<file path="config.mk">
export PLATFORM = sky130hd
export DESIGN_NAME = cmc_top
export DESIGN_NICKNAME = d
export VERILOG_FILES = /design/src/pkg/cmc_pkg.sv /design/src/core/cmc_sync.sv /design/src/core/cmc_spi_slave.sv /design/src/core/cmc_top.sv
export SDC_FILE = /design/constraint.sdc
export NUM_CORES = 1
export LEC_CHECK = 0
export ABC_AREA = 1
export BUFFER_PORTS_ARGS = -buffer_cell sky130_fd_sc_hd__buf_2
export CAP_MARGIN = 20
export CELL_PAD_IN_SITES_DETAIL_PLACEMENT = 1
export CELL_PAD_IN_SITES_GLOBAL_PLACEMENT = 1
export CORE_ASPECT_RATIO = 0.5
export CORE_UTILIZATION = 50
export DETAILED_ROUTE_END_ITERATION = 8
export GPL_TIMING_DRIVEN = 0
export MAX_ROUTING_LAYER = met4
export PLACE_DENSITY = 0.85
export SLEW_MARGIN = 10
export SYNTH_ARGS = -nofsm -noshare
export SYNTH_HDL_FRONTEND = slang
export SYNTH_SLANG_ARGS = --single-unit
</file>
<file path="constraint.sdc">
create_clock -name clk -period 17.47 [get_ports clk]
set_input_delay 3.494 -clock clk [delete_from_list [all_inputs] [get_ports clk]]
set_output_delay 3.494 -clock clk [all_outputs]
set_load 0.01 [all_outputs]
</file>
<file path="src/pkg/cmc_pkg.sv">
// constants, field layout and types shared by the contact monitor control logic
package cmc_pkg;
	// command word layout
	localparam int          CMD_W          = 16;
	localparam logic [15:0] CMD_RESET      = 16'h0000;
	localparam int          HOLD_BIT       = 15;
	localparam int          SCAN_HI        = 14;
	localparam int          SCAN_LO        = 12;
	localparam int          GLOBAL_WET_BIT = 11;
	localparam int          PAIR_WET_BIT   = 10;
	localparam int          UPPER_POL_BIT  = 9;
	localparam int          MIDDLE_POL_BIT = 8;
	localparam int          MASK_HI        = 7;
	// status word layout
	localparam int          STAT_CONTACT_LO = 8;
	localparam int          STAT_OT_BIT     = 7;
	localparam logic [6:0]  STAT_UNUSED     = 7'h00;
	// serial frame
	localparam logic [4:0]  FRAME_BITS      = 5'h10;
	// timing
	localparam int          CLK_PERIOD_NS   = 4;
	localparam int          MS_NS           = 1000000;
	localparam int          MS_CYCLES_DEF   = MS_NS / CLK_PERIOD_NS;
	localparam int          POLL_US         = 250;
	localparam int          POLL_CYCLES_DEF = (POLL_US * 1000) / CLK_PERIOD_NS;
	localparam logic [4:0]  WET_PULSE_MS    = 5'h14;
	localparam int          DEB_MS_DEF      = 10;
	localparam logic [6:0]  BASE_PERIOD_MS  = 7'h40;

	// scan period codes
	typedef enum logic [2:0] {
		CMC_SCAN_64    = 3'h0,
		CMC_SCAN_32    = 3'h1,
		CMC_SCAN_16    = 3'h2,
		CMC_SCAN_8     = 3'h3,
		CMC_SCAN_4     = 3'h4,
		CMC_SCAN_2     = 3'h5,
		CMC_CONT_FIXED = 3'h6,
		CMC_CONT       = 3'h7
	} cmc_scan_t;

	// operating modes; debounce is the temporary normal mode entered from scan or normal
	typedef enum logic [1:0] {
		CMC_SHUTDOWN = 2'h0,
		CMC_SCANNING = 2'h1,
		CMC_NORMAL   = 2'h2,
		CMC_DEBOUNCE = 2'h3
	} cmc_mode_t;

	// continuous monitoring codes
	function automatic logic is_continuous(input logic [2:0] code);
		return code[2] & code[1];
	endfunction : is_continuous

	// scan period in milliseconds, halving per code step
	function automatic logic [6:0] scan_period_ms(input logic [2:0] code);
		return BASE_PERIOD_MS >> code;
	endfunction : scan_period_ms
endpackage : cmc_pkg

</file>
<file path="src/core/cmc_sync.sv">
// two flip-flop synchroniser for a bundle of asynchronous pins
module cmc_sync #(
	parameter int               WIDTH   = 1,
	parameter logic [WIDTH-1:0] RST_VAL = '0
) (
	// clock and reset
	input  wire logic             clk,
	input  wire logic             reset,
	// pins and their synchronised copies
	input  wire logic [WIDTH-1:0] async_in,
	output logic      [WIDTH-1:0] sync_out
);
	logic [WIDTH-1:0] stage1;

	// first stage feeds only the second stage
	genvar g;
	generate
		for (g = 0; g < WIDTH; g++) begin : g_bit
			always_ff @(posedge clk or posedge reset) begin
				if (reset) begin
					stage1[g]   <= RST_VAL[g];
					sync_out[g] <= RST_VAL[g];
				end else begin
					stage1[g]   <= async_in[g];
					sync_out[g] <= stage1[g];
				end
			end
		end
	endgenerate
endmodule : cmc_sync

</file>
<file path="src/core/cmc_spi_slave.sv">
// serial slave: status shift-out, command shift-in, frame length check
module cmc_spi_slave (
	// clock and reset
	input  wire logic        clk,
	input  wire logic        reset,
	// synchronised link pins
	input  wire logic        cs_n_s,
	input  wire logic        sclk_s,
	input  wire logic        sdi_s,
	// status to send
	input  wire logic [15:0] status_word,
	// serial out pin
	output logic             sdo,
	output logic             sdo_oe_n,
	// frame events
	output logic             frame_start,
	output logic             cmd_valid,
	output logic [15:0]      cmd_word
);
	logic        cs_q;
	logic        sclk_q;
	logic [15:0] shift;
	logic [4:0]  bit_cnt;
	logic        sclk_rise;
	logic        sclk_fall;
	logic        cs_rise;

	// edges of the link; clock edges ignored while deselected
	assign frame_start = cs_q & ~cs_n_s;
	assign cs_rise     = ~cs_q & cs_n_s;
	assign sclk_rise   = ~sclk_q & sclk_s & ~cs_n_s;
	assign sclk_fall   = sclk_q & ~sclk_s & ~cs_n_s;
	assign sdo_oe_n    = cs_q;

	// edge history
	always_ff @(posedge clk or posedge reset) begin
		if (reset) begin
			cs_q   <= 1'b1;
			sclk_q <= 1'b0;
		end else begin
			cs_q   <= cs_n_s;
			sclk_q <= sclk_s;
		end
	end

	always_ff @(posedge clk or posedge reset) begin
		if (reset) begin
			shift   <= 16'h0000;
			sdo     <= 1'b0;
			bit_cnt <= 5'h00;
		end else if (frame_start) begin
			shift   <= status_word;
			sdo     <= status_word[15];
			bit_cnt <= 5'h00;
		end else begin
			if (sclk_rise) begin
				sdo <= shift[15];
			end
			if (sclk_fall) begin
				shift <= {shift[14:0], sdi_s};
				// saturate so long frames never wrap back to sixteen
				if (bit_cnt != 5'h1f) begin
					bit_cnt <= bit_cnt + 5'h01;
				end
			end
		end
	end

	always_ff @(posedge clk or posedge reset) begin
		if (reset) begin
			cmd_valid <= 1'b0;
			cmd_word  <= 16'h0000;
		end else begin
			cmd_valid <= cs_rise && (bit_cnt == cmc_pkg::FRAME_BITS);
			if (cs_rise && (bit_cnt == cmc_pkg::FRAME_BITS)) begin
				cmd_word <= shift;
			end
		end
	end
endmodule : cmc_spi_slave

</file>
<file path="src/core/cmc_top.sv">
// contact monitor control: command and status words, modes, debounce, wetting, alerts
module cmc_top #(
	parameter int MS_CYCLES   = cmc_pkg::MS_CYCLES_DEF,
	parameter int POLL_CYCLES = cmc_pkg::POLL_CYCLES_DEF,
	parameter int DEB_MS      = cmc_pkg::DEB_MS_DEF
) (
	// clock and reset
	input  wire logic       clk,
	input  wire logic       reset,
	// serial link pins
	input  wire logic       spi_cs_n,
	input  wire logic       spi_sclk,
	input  wire logic       spi_sdi,
	output logic            spi_sdo,
	output logic            spi_sdo_oe_n,
	// front end levels
	input  wire logic [7:0] contact_inputs,
	input  wire logic       overtemp_sense,
	input  wire logic       shutdown_input_n,
	// open-drain alerts
	output logic            irq_pin_out,
	output logic            irq_pin_oe_n,
	output logic            ot_pin_out,
	output logic            ot_pin_oe_n,
	// analog front end controls
	output logic [7:0]      sense_connect,
	output logic [7:0]      wetting_on,
	output logic [7:0]      battery_sense,
	output logic            adj_hyst_enable,
	// direct level-shifted outputs
	output logic            direct_out_a,
	output logic            direct_out_b,
	output logic            direct_oe_n,
	// mode indication
	output logic            scan_mode
);
	logic [12:0]              sync_q;
	logic                     cs_n_s;
	logic                     sclk_s;
	logic                     sdi_s;
	logic [7:0]               in_s;
	logic                     overtemp_warning;
	logic                     sd_n_s;
	logic [15:0]              configuration_word;
	logic [15:0]              contact_status_word;
	logic [7:0]               contact_closed_bits;
	logic                     frame_start;
	logic                     cmd_valid;
	logic [15:0]              cmd_word;
	logic                     wetting_hold_mode;
	logic [2:0]               scan_code;
	logic                     global_wet;
	logic                     pair_wetting_enable;
	logic                     upper_pair_polarity;
	logic                     middle_pair_polarity;
	logic [7:0]               irq_mask_bits;
	logic [7:0]               polarity;
	logic [7:0]               eligible;
	logic [7:0]               closed_now;
	logic [7:0]               diff;
	logic [7:0]               diff_q;
	cmc_pkg::cmc_mode_t       mode;
	cmc_pkg::cmc_mode_t       next_mode;
	logic [23:0]              ms_cnt;
	logic                     ms_tick;
	logic [6:0]               scan_ms;
	logic [6:0]               period;
	logic [23:0]              poll_cnt;
	logic                     poll_window;
	logic                     poll_start;
	logic                     sensing;
	logic [7:0]               deb_ms;
	logic                     deb_done;
	logic [4:0]               wet_ms;
	logic                     wet_gate;
	logic                     irq_flag;
	logic                     irq_set;
	logic                     ot_flag;
	logic                     ot_q;

	// every pin crosses two flops before use
	cmc_sync #(.WIDTH(13), .RST_VAL(13'h1000)) u_sync (
		.clk      (clk),
		.reset    (reset),
		.async_in ({spi_cs_n, spi_sclk, spi_sdi, contact_inputs, overtemp_sense,
			shutdown_input_n}),
		.sync_out (sync_q)
	);
	assign {cs_n_s, sclk_s, sdi_s, in_s, overtemp_warning, sd_n_s} = sync_q;

	cmc_spi_slave u_spi (
		.clk         (clk),
		.reset       (reset),
		.cs_n_s      (cs_n_s),
		.sclk_s      (sclk_s),
		.sdi_s       (sdi_s),
		.status_word (contact_status_word),
		.sdo         (spi_sdo),
		.sdo_oe_n    (spi_sdo_oe_n),
		.frame_start (frame_start),
		.cmd_valid   (cmd_valid),
		.cmd_word    (cmd_word)
	);

	// command word cleared at reset and in shutdown
	always_ff @(posedge clk or posedge reset) begin
		if (reset) begin
			configuration_word <= cmc_pkg::CMD_RESET;
		end else if (!sd_n_s) begin
			configuration_word <= cmc_pkg::CMD_RESET;
		end else if (cmd_valid) begin
			configuration_word <= cmd_word;
		end
	end

	// command fields
	assign wetting_hold_mode    = configuration_word[cmc_pkg::HOLD_BIT];
	assign scan_code            = configuration_word[cmc_pkg::SCAN_HI:cmc_pkg::SCAN_LO];
	assign global_wet           = configuration_word[cmc_pkg::GLOBAL_WET_BIT];
	assign pair_wetting_enable  = configuration_word[cmc_pkg::PAIR_WET_BIT];
	assign upper_pair_polarity  = configuration_word[cmc_pkg::UPPER_POL_BIT];
	assign middle_pair_polarity = configuration_word[cmc_pkg::MIDDLE_POL_BIT];
	assign irq_mask_bits        = configuration_word[cmc_pkg::MASK_HI:0];

	// battery sensing per upper pairs, lower four ground
	assign polarity = {upper_pair_polarity, upper_pair_polarity,
		middle_pair_polarity, middle_pair_polarity, 4'h0};
	assign eligible   = {6'h3f, pair_wetting_enable, pair_wetting_enable};
	assign closed_now = ~(in_s ^ polarity);
	assign diff       = (closed_now ^ contact_closed_bits) & eligible;

	// live overtemperature level in bit 7
	assign contact_status_word = {contact_closed_bits, overtemp_warning, cmc_pkg::STAT_UNUSED};

	// millisecond time base shared by scan, debounce and wetting timers
	assign ms_tick = (ms_cnt == 24'(MS_CYCLES - 1));
	always_ff @(posedge clk or posedge reset) begin
		if (reset) begin
			ms_cnt <= 24'h00_0000;
		end else begin
			ms_cnt <= ms_tick ? 24'h00_0000 : ms_cnt + 24'h00_0001;
		end
	end

	assign period      = cmc_pkg::scan_period_ms(scan_code);
	assign poll_start  = ms_tick && (scan_ms >= period - 7'h01);
	assign poll_window = (poll_cnt != 24'h00_0000);

	// scan period counter; restarts from zero after shutdown
	always_ff @(posedge clk or posedge reset) begin
		if (reset) begin
			scan_ms <= 7'h00;
		end else if (!sd_n_s) begin
			scan_ms <= 7'h00;
		end else if (ms_tick) begin
			scan_ms <= poll_start ? 7'h00 : scan_ms + 7'h01;
		end
	end

	always_ff @(posedge clk or posedge reset) begin
		if (reset) begin
			poll_cnt <= 24'h00_0000;
		end else if (!sd_n_s || mode != cmc_pkg::CMC_SCANNING) begin
			poll_cnt <= 24'h00_0000;
		end else if (poll_start) begin
			poll_cnt <= 24'(POLL_CYCLES);
		end else if (poll_window) begin
			poll_cnt <= poll_cnt - 24'h00_0001;
		end
	end

	// inputs are only judged while their sense path is connected
	assign sensing = (mode == cmc_pkg::CMC_NORMAL) || (mode == cmc_pkg::CMC_DEBOUNCE) ||
		((mode == cmc_pkg::CMC_SCANNING) && poll_window);

	always_comb begin
		next_mode = mode;
		case (mode)
			cmc_pkg::CMC_SHUTDOWN: begin
				next_mode = cmc_pkg::is_continuous(scan_code) ? cmc_pkg::CMC_NORMAL :
					cmc_pkg::CMC_SCANNING;
			end
			cmc_pkg::CMC_SCANNING: begin
				if (cmc_pkg::is_continuous(scan_code)) begin
					next_mode = cmc_pkg::CMC_NORMAL;
				end else if (sensing && diff != 8'h00) begin
					next_mode = cmc_pkg::CMC_DEBOUNCE;
				end
			end
			cmc_pkg::CMC_NORMAL: begin
				if (!cmc_pkg::is_continuous(scan_code)) begin
					next_mode = cmc_pkg::CMC_SCANNING;
				end else if (diff != 8'h00) begin
					next_mode = cmc_pkg::CMC_DEBOUNCE;
				end
			end
			cmc_pkg::CMC_DEBOUNCE: begin
				if (diff == 8'h00 || deb_done) begin
					next_mode = cmc_pkg::is_continuous(scan_code) ? cmc_pkg::CMC_NORMAL :
						cmc_pkg::CMC_SCANNING;
				end
			end
			default: begin
				next_mode = cmc_pkg::CMC_SHUTDOWN;
			end
		endcase
		if (!sd_n_s) begin
			next_mode = cmc_pkg::CMC_SHUTDOWN;
		end
	end

	// reset lands in scan with code zero
	always_ff @(posedge clk or posedge reset) begin
		if (reset) begin
			mode <= cmc_pkg::CMC_SCANNING;
		end else begin
			mode <= next_mode;
		end
	end

	// debounce timer restarts whenever the pending set changes
	assign deb_done = (mode == cmc_pkg::CMC_DEBOUNCE) && (diff != 8'h00) &&
		(diff == diff_q) && ms_tick && (deb_ms >= 8'(DEB_MS - 1));
	always_ff @(posedge clk or posedge reset) begin
		if (reset) begin
			deb_ms <= 8'h00;
			diff_q <= 8'h00;
		end else begin
			diff_q <= diff;
			if (mode != cmc_pkg::CMC_DEBOUNCE || diff != diff_q || deb_done) begin
				deb_ms <= 8'h00;
			end else if (ms_tick && deb_ms != 8'hff) begin
				deb_ms <= deb_ms + 8'h01;
			end
		end
	end

	always_ff @(posedge clk or posedge reset) begin
		if (reset) begin
			contact_closed_bits <= 8'h00;
		end else if (!sd_n_s) begin
			contact_closed_bits <= 8'h00;
		end else if (deb_done) begin
			contact_closed_bits <= contact_closed_bits ^ diff;
		end
	end

	// one shared pulse timer, restarted by each valid change
	assign wet_gate = wetting_hold_mode || (wet_ms != 5'h00);
	always_ff @(posedge clk or posedge reset) begin
		if (reset) begin
			wet_ms <= 5'h00;
		end else if (!sd_n_s) begin
			wet_ms <= 5'h00;
		end else if (deb_done) begin
			wet_ms <= cmc_pkg::WET_PULSE_MS;
		end else if (ms_tick && wet_ms != 5'h00) begin
			wet_ms <= wet_ms - 5'h01;
		end
	end

	// pair needs both enables; overtemperature kills all wetting
	always_ff @(posedge clk or posedge reset) begin
		if (reset) begin
			wetting_on <= 8'h00;
		end else if (!global_wet || overtemp_warning || !wet_gate || !sensing) begin
			wetting_on <= 8'h00;
		end else begin
			wetting_on <= contact_closed_bits & eligible;
		end
	end

	always_ff @(posedge clk or posedge reset) begin
		if (reset) begin
			sense_connect   <= 8'h00;
			battery_sense   <= 8'h00;
			adj_hyst_enable <= 1'b1;
			scan_mode       <= 1'b0;
		end else begin
			sense_connect   <= sensing ? eligible : 8'h00;
			battery_sense   <= polarity;
			adj_hyst_enable <= sd_n_s && (scan_code != cmc_pkg::CMC_CONT_FIXED);
			scan_mode       <= (mode == cmc_pkg::CMC_SCANNING);
		end
	end

	always_ff @(posedge clk or posedge reset) begin
		if (reset) begin
			direct_out_a <= 1'b0;
			direct_out_b <= 1'b0;
			direct_oe_n  <= 1'b1;
		end else begin
			direct_out_a <= in_s[0];
			direct_out_b <= in_s[1];
			direct_oe_n  <= !(sd_n_s && !pair_wetting_enable &&
				cmc_pkg::is_continuous(scan_code));
		end
	end

	assign irq_set = deb_done && ((diff & ~irq_mask_bits) != 8'h00);

	// select fall clears alerts; a new event in that cycle wins
	always_ff @(posedge clk or posedge reset) begin
		if (reset) begin
			irq_flag <= 1'b0;
			ot_flag  <= 1'b0;
			ot_q     <= 1'b0;
		end else begin
			ot_q     <= overtemp_warning;
			irq_flag <= irq_set || (irq_flag && !frame_start);
			ot_flag  <= (overtemp_warning && !ot_q) || (ot_flag && !frame_start);
		end
	end

	// open-drain pins only ever pull low
	assign irq_pin_out  = 1'b0;
	assign irq_pin_oe_n = !irq_flag;
	assign ot_pin_out   = 1'b0;
	assign ot_pin_oe_n  = !ot_flag;
endmodule : cmc_top

</file>
==> impl_metrics.toml <==
[clock_network]
cts_resized = 0
cts_buffers = 17
cts_max_path_buffers = 2
htree_levels = 4
ctsHoldBuffers = 0
clkTransAtPathRegs_ns = 0.08
cts.sinks = 189
cts_root_buffer = "clkbuf_16"
cts_tree = "done"
clk-insertion-delay-late_ns = 0.45
cts_setup_buffers = 0

[synthesis]
synth_common_cells = "nand2_1, dfrtp_1, inv_1"
netlist_top_cells_area = "dfrtp_1, nand2_1, inv_1, nand3_1, o21ai_0"
synth_cells = 1072
yosysWarnings = 0
synth_ff_type = "dfrtp_1"
synth_edf_count = 0
avgSynthCellArea_sq_um = 8.533
yosysMostFrequentCell = "nand2_1"
yosysSeqAreaShare_pct = 51.78
yosysTopAreaCellShare_pct = 50.06
synth_area_sq_um = 9148
yosys_register_bits = 189
yosysTopAreaCell = "dfrtp_1"
synth_cell_types = 46
async_flop_share_pct = 100.0

[cells_and_area]
nNetsFinal = 1179
design_area_sq_um = 10280
antenna_cells = 0
synthToLayoutAreaGrowth_pct = 12.43
fillCellCount = 2109
drive_gt1_share_pct = 12.58

[pwr]
vdd_ir_drop_max_v = 0.00007907
power.density_nw_per_um2 = 124.1
power_uw = 1276
leakagePower_uw = 0.005229

[floorplan]
dieHeight_um = 97.65
start_util_pct = 51.81
die-area_sq_um = 18870
row_count = 34
ios = 50
core_sq_um = 17650
die_x_um = 193.3

[worst_setup_path]
worst-path-buf-inv = 2
startpoint = "sense_connect[6]$_DFF_PP0_"
path_cells = "buf_4, buf_2"
critical_path_required_ns = 13.98
end_kind = "output port"
endpoint = "sense_connect[5]"
arrival_ns = 1.16
rrSetupSlack_ns = 14.30
cp.depth = 2
cp_max_fo = 6
critPathSlowestCell = "dfrtp_1"
reg2regPathDepth = 13
cpPeakStageDelay_ns = 0.43
worstReg2RegEnd = "poll_cnt[18]$_DFFE_PP0P_"
setup.worst_path.class = "reg2out"
regToRegStartpoint = "configuration_word[14]$_DFFE_PP0P_"
critPathTopFamily = "flip-flops"
cp-start-kind = "flip-flop"

[grt]
overflow = 0
antenna_found_initial = 0
grt_pass1_wl_um = 40920
grt_max_degree = 98
grt.total_usage_pct = 28.28
grt_pass1_vias = 8216

[timing]
timing.final.crit_share_pct = 26.62
relSlewSlack_pct = 31.37
hold_viol_final = 0
min_period_ns = 4.651
skew_ns = 0.01454
final_max_slew_viol_count = 0
rsz0062_at_grt = "no"
tns_ns = 0
max_freq_ghz = 0.2150
tightest_slew_ns = 1.028
fin_ws_ns = 12.82
finalSetupViolations = 0

[drt]
routed_via_density = 5.449
routedWlPerCell_um = 17.39
routed_wl_um = 24120
antenna_left = 0
routed-via-count = 7558
drtPass1Iterations = 5
drc_errors = 0
initialDrtViolationCount = 399

[place]
post-place-ws_ns = 12.87
dp_hpwl_um = 16510
portBuffers = 43
routabilityCongestion = 0.8858
place_area_sq_um = 9709

[min_path]
min_from = "u_sync.stage1[7]$_DFF_PP0_"
hold_class = "reg2reg"

[run_status]
status = "finished clean"

[job]
drv_cap = 0
==> cells in the final DEF, fill, tap and decap left out, drive strengths merged, types with 26 or more instances in the layout <==
cell type,count
o21ai,72
buf,62
nor3,26
a21oi,28
inv,194
clkbuf,33
nand2,195
nor2,97
nand3,108
dfrtp,183
==> sequential cells by signal, indices dropped and copies added (netlist names), 5 cells and up <==
register,flops
configuration_word,16
contact_closed_bits,8
deb_ms,8
diff_q,8
ms_cnt,24
poll_cnt,24
scan_ms,7
u_spi.bit_cnt,5
u_spi.cmd_word,16
u_spi.shift,16
u_sync.stage1,13
u_sync.sync_out,13
wet_ms,5
wetting_on,8
==> metrics by stage <==
| step | hold WS [ns] | std cells | util [%] |
|---|---|---|---|
| 2_1_floorplan | 0.3312 | 1077 | - |
| 3_3_place_gp | 0.3322 | 1354 | 54.80 |
| 3_5_place_dp | 0.3358 | 1355 | 55.00 |
| 4_1_cts | 0.3537 | 1387 | 58.26 |
| 5_1_grt | 0.3578 | 1387 | 58.26 |
| 6_report | 0.3520 | 1387 | 58.26 |
==> area by class of cell <==
cell class | instances | area, sq um | area share [%]
timing repair buffer | 44 | 242.7 | 2.360
sequential | 189 | 4737 | 46.06
clock buffer | 19 | 432.9 | 4.209
clock inverter | 13 | 142.6 | 1.387
inverter | 190 | 720.7 | 7.007
multi-input combinational | 666 | 3531 | 34.33
tap | 234 | 292.8 | 2.847
buffer | 32 | 185.2 | 1.800
==> power by group <==
part / switching (uW) / leakage [uW] / internal (uW)
clock: 195 / 0.000277 / 191
sequential: 31.1 / 0.00251 / 472
combinational: 255 / 0.00245 / 132
total: 481 / 0.00523 / 795
==> metal layers <==
layer  track usage [%]  wire, um  vias to the layer above
met3             4.929       749                       50
met4             9.662       480                        0
li1                  -         -                     3573
met2             49.14     12330                      136
met1             33.49     10570                     3799
met5                 -         0                        -
==> logic make-up (layout without fill, tap and decap cells) <==
logic type / Yosys count / after routing / synth area share, %
flip-flops: 189 / 189 / 51.78
AO/OA/AOI/OAI: 142 / 142 / 8.795
XOR/XNOR: 30 / 30 / 2.872
adder cells (fa/ha/maj): 24 / 24 / 3.283
other: 1 / 6 / 0.04099
AND/OR/NAND/NOR: 464 / 464 / 23.40
buffers and inverters: 222 / 298 / 9.821
==> worst min path at each step <==
stage / end / slack (ns) / depth (start not counted)
final: u_sync.sync_out[7]$_DFF_PP0_ / 0.35 / 0
after global placement: u_sync.sync_out[7]$_DFF_PP0_ / 0.33 / 0
after CTS: u_sync.sync_out[7]$_DFF_PP0_ / 0.35 / 0
after global routing: u_sync.sync_out[10]$_DFF_PP0_ / 0.36 / 0
after detailed placement: u_sync.sync_out[7]$_DFF_PP0_ / 0.34 / 0
after floorplan: u_sync.sync_out[0]$_DFF_PP0_ / 0.33 / 0
(Power assumes the default switching activity.)
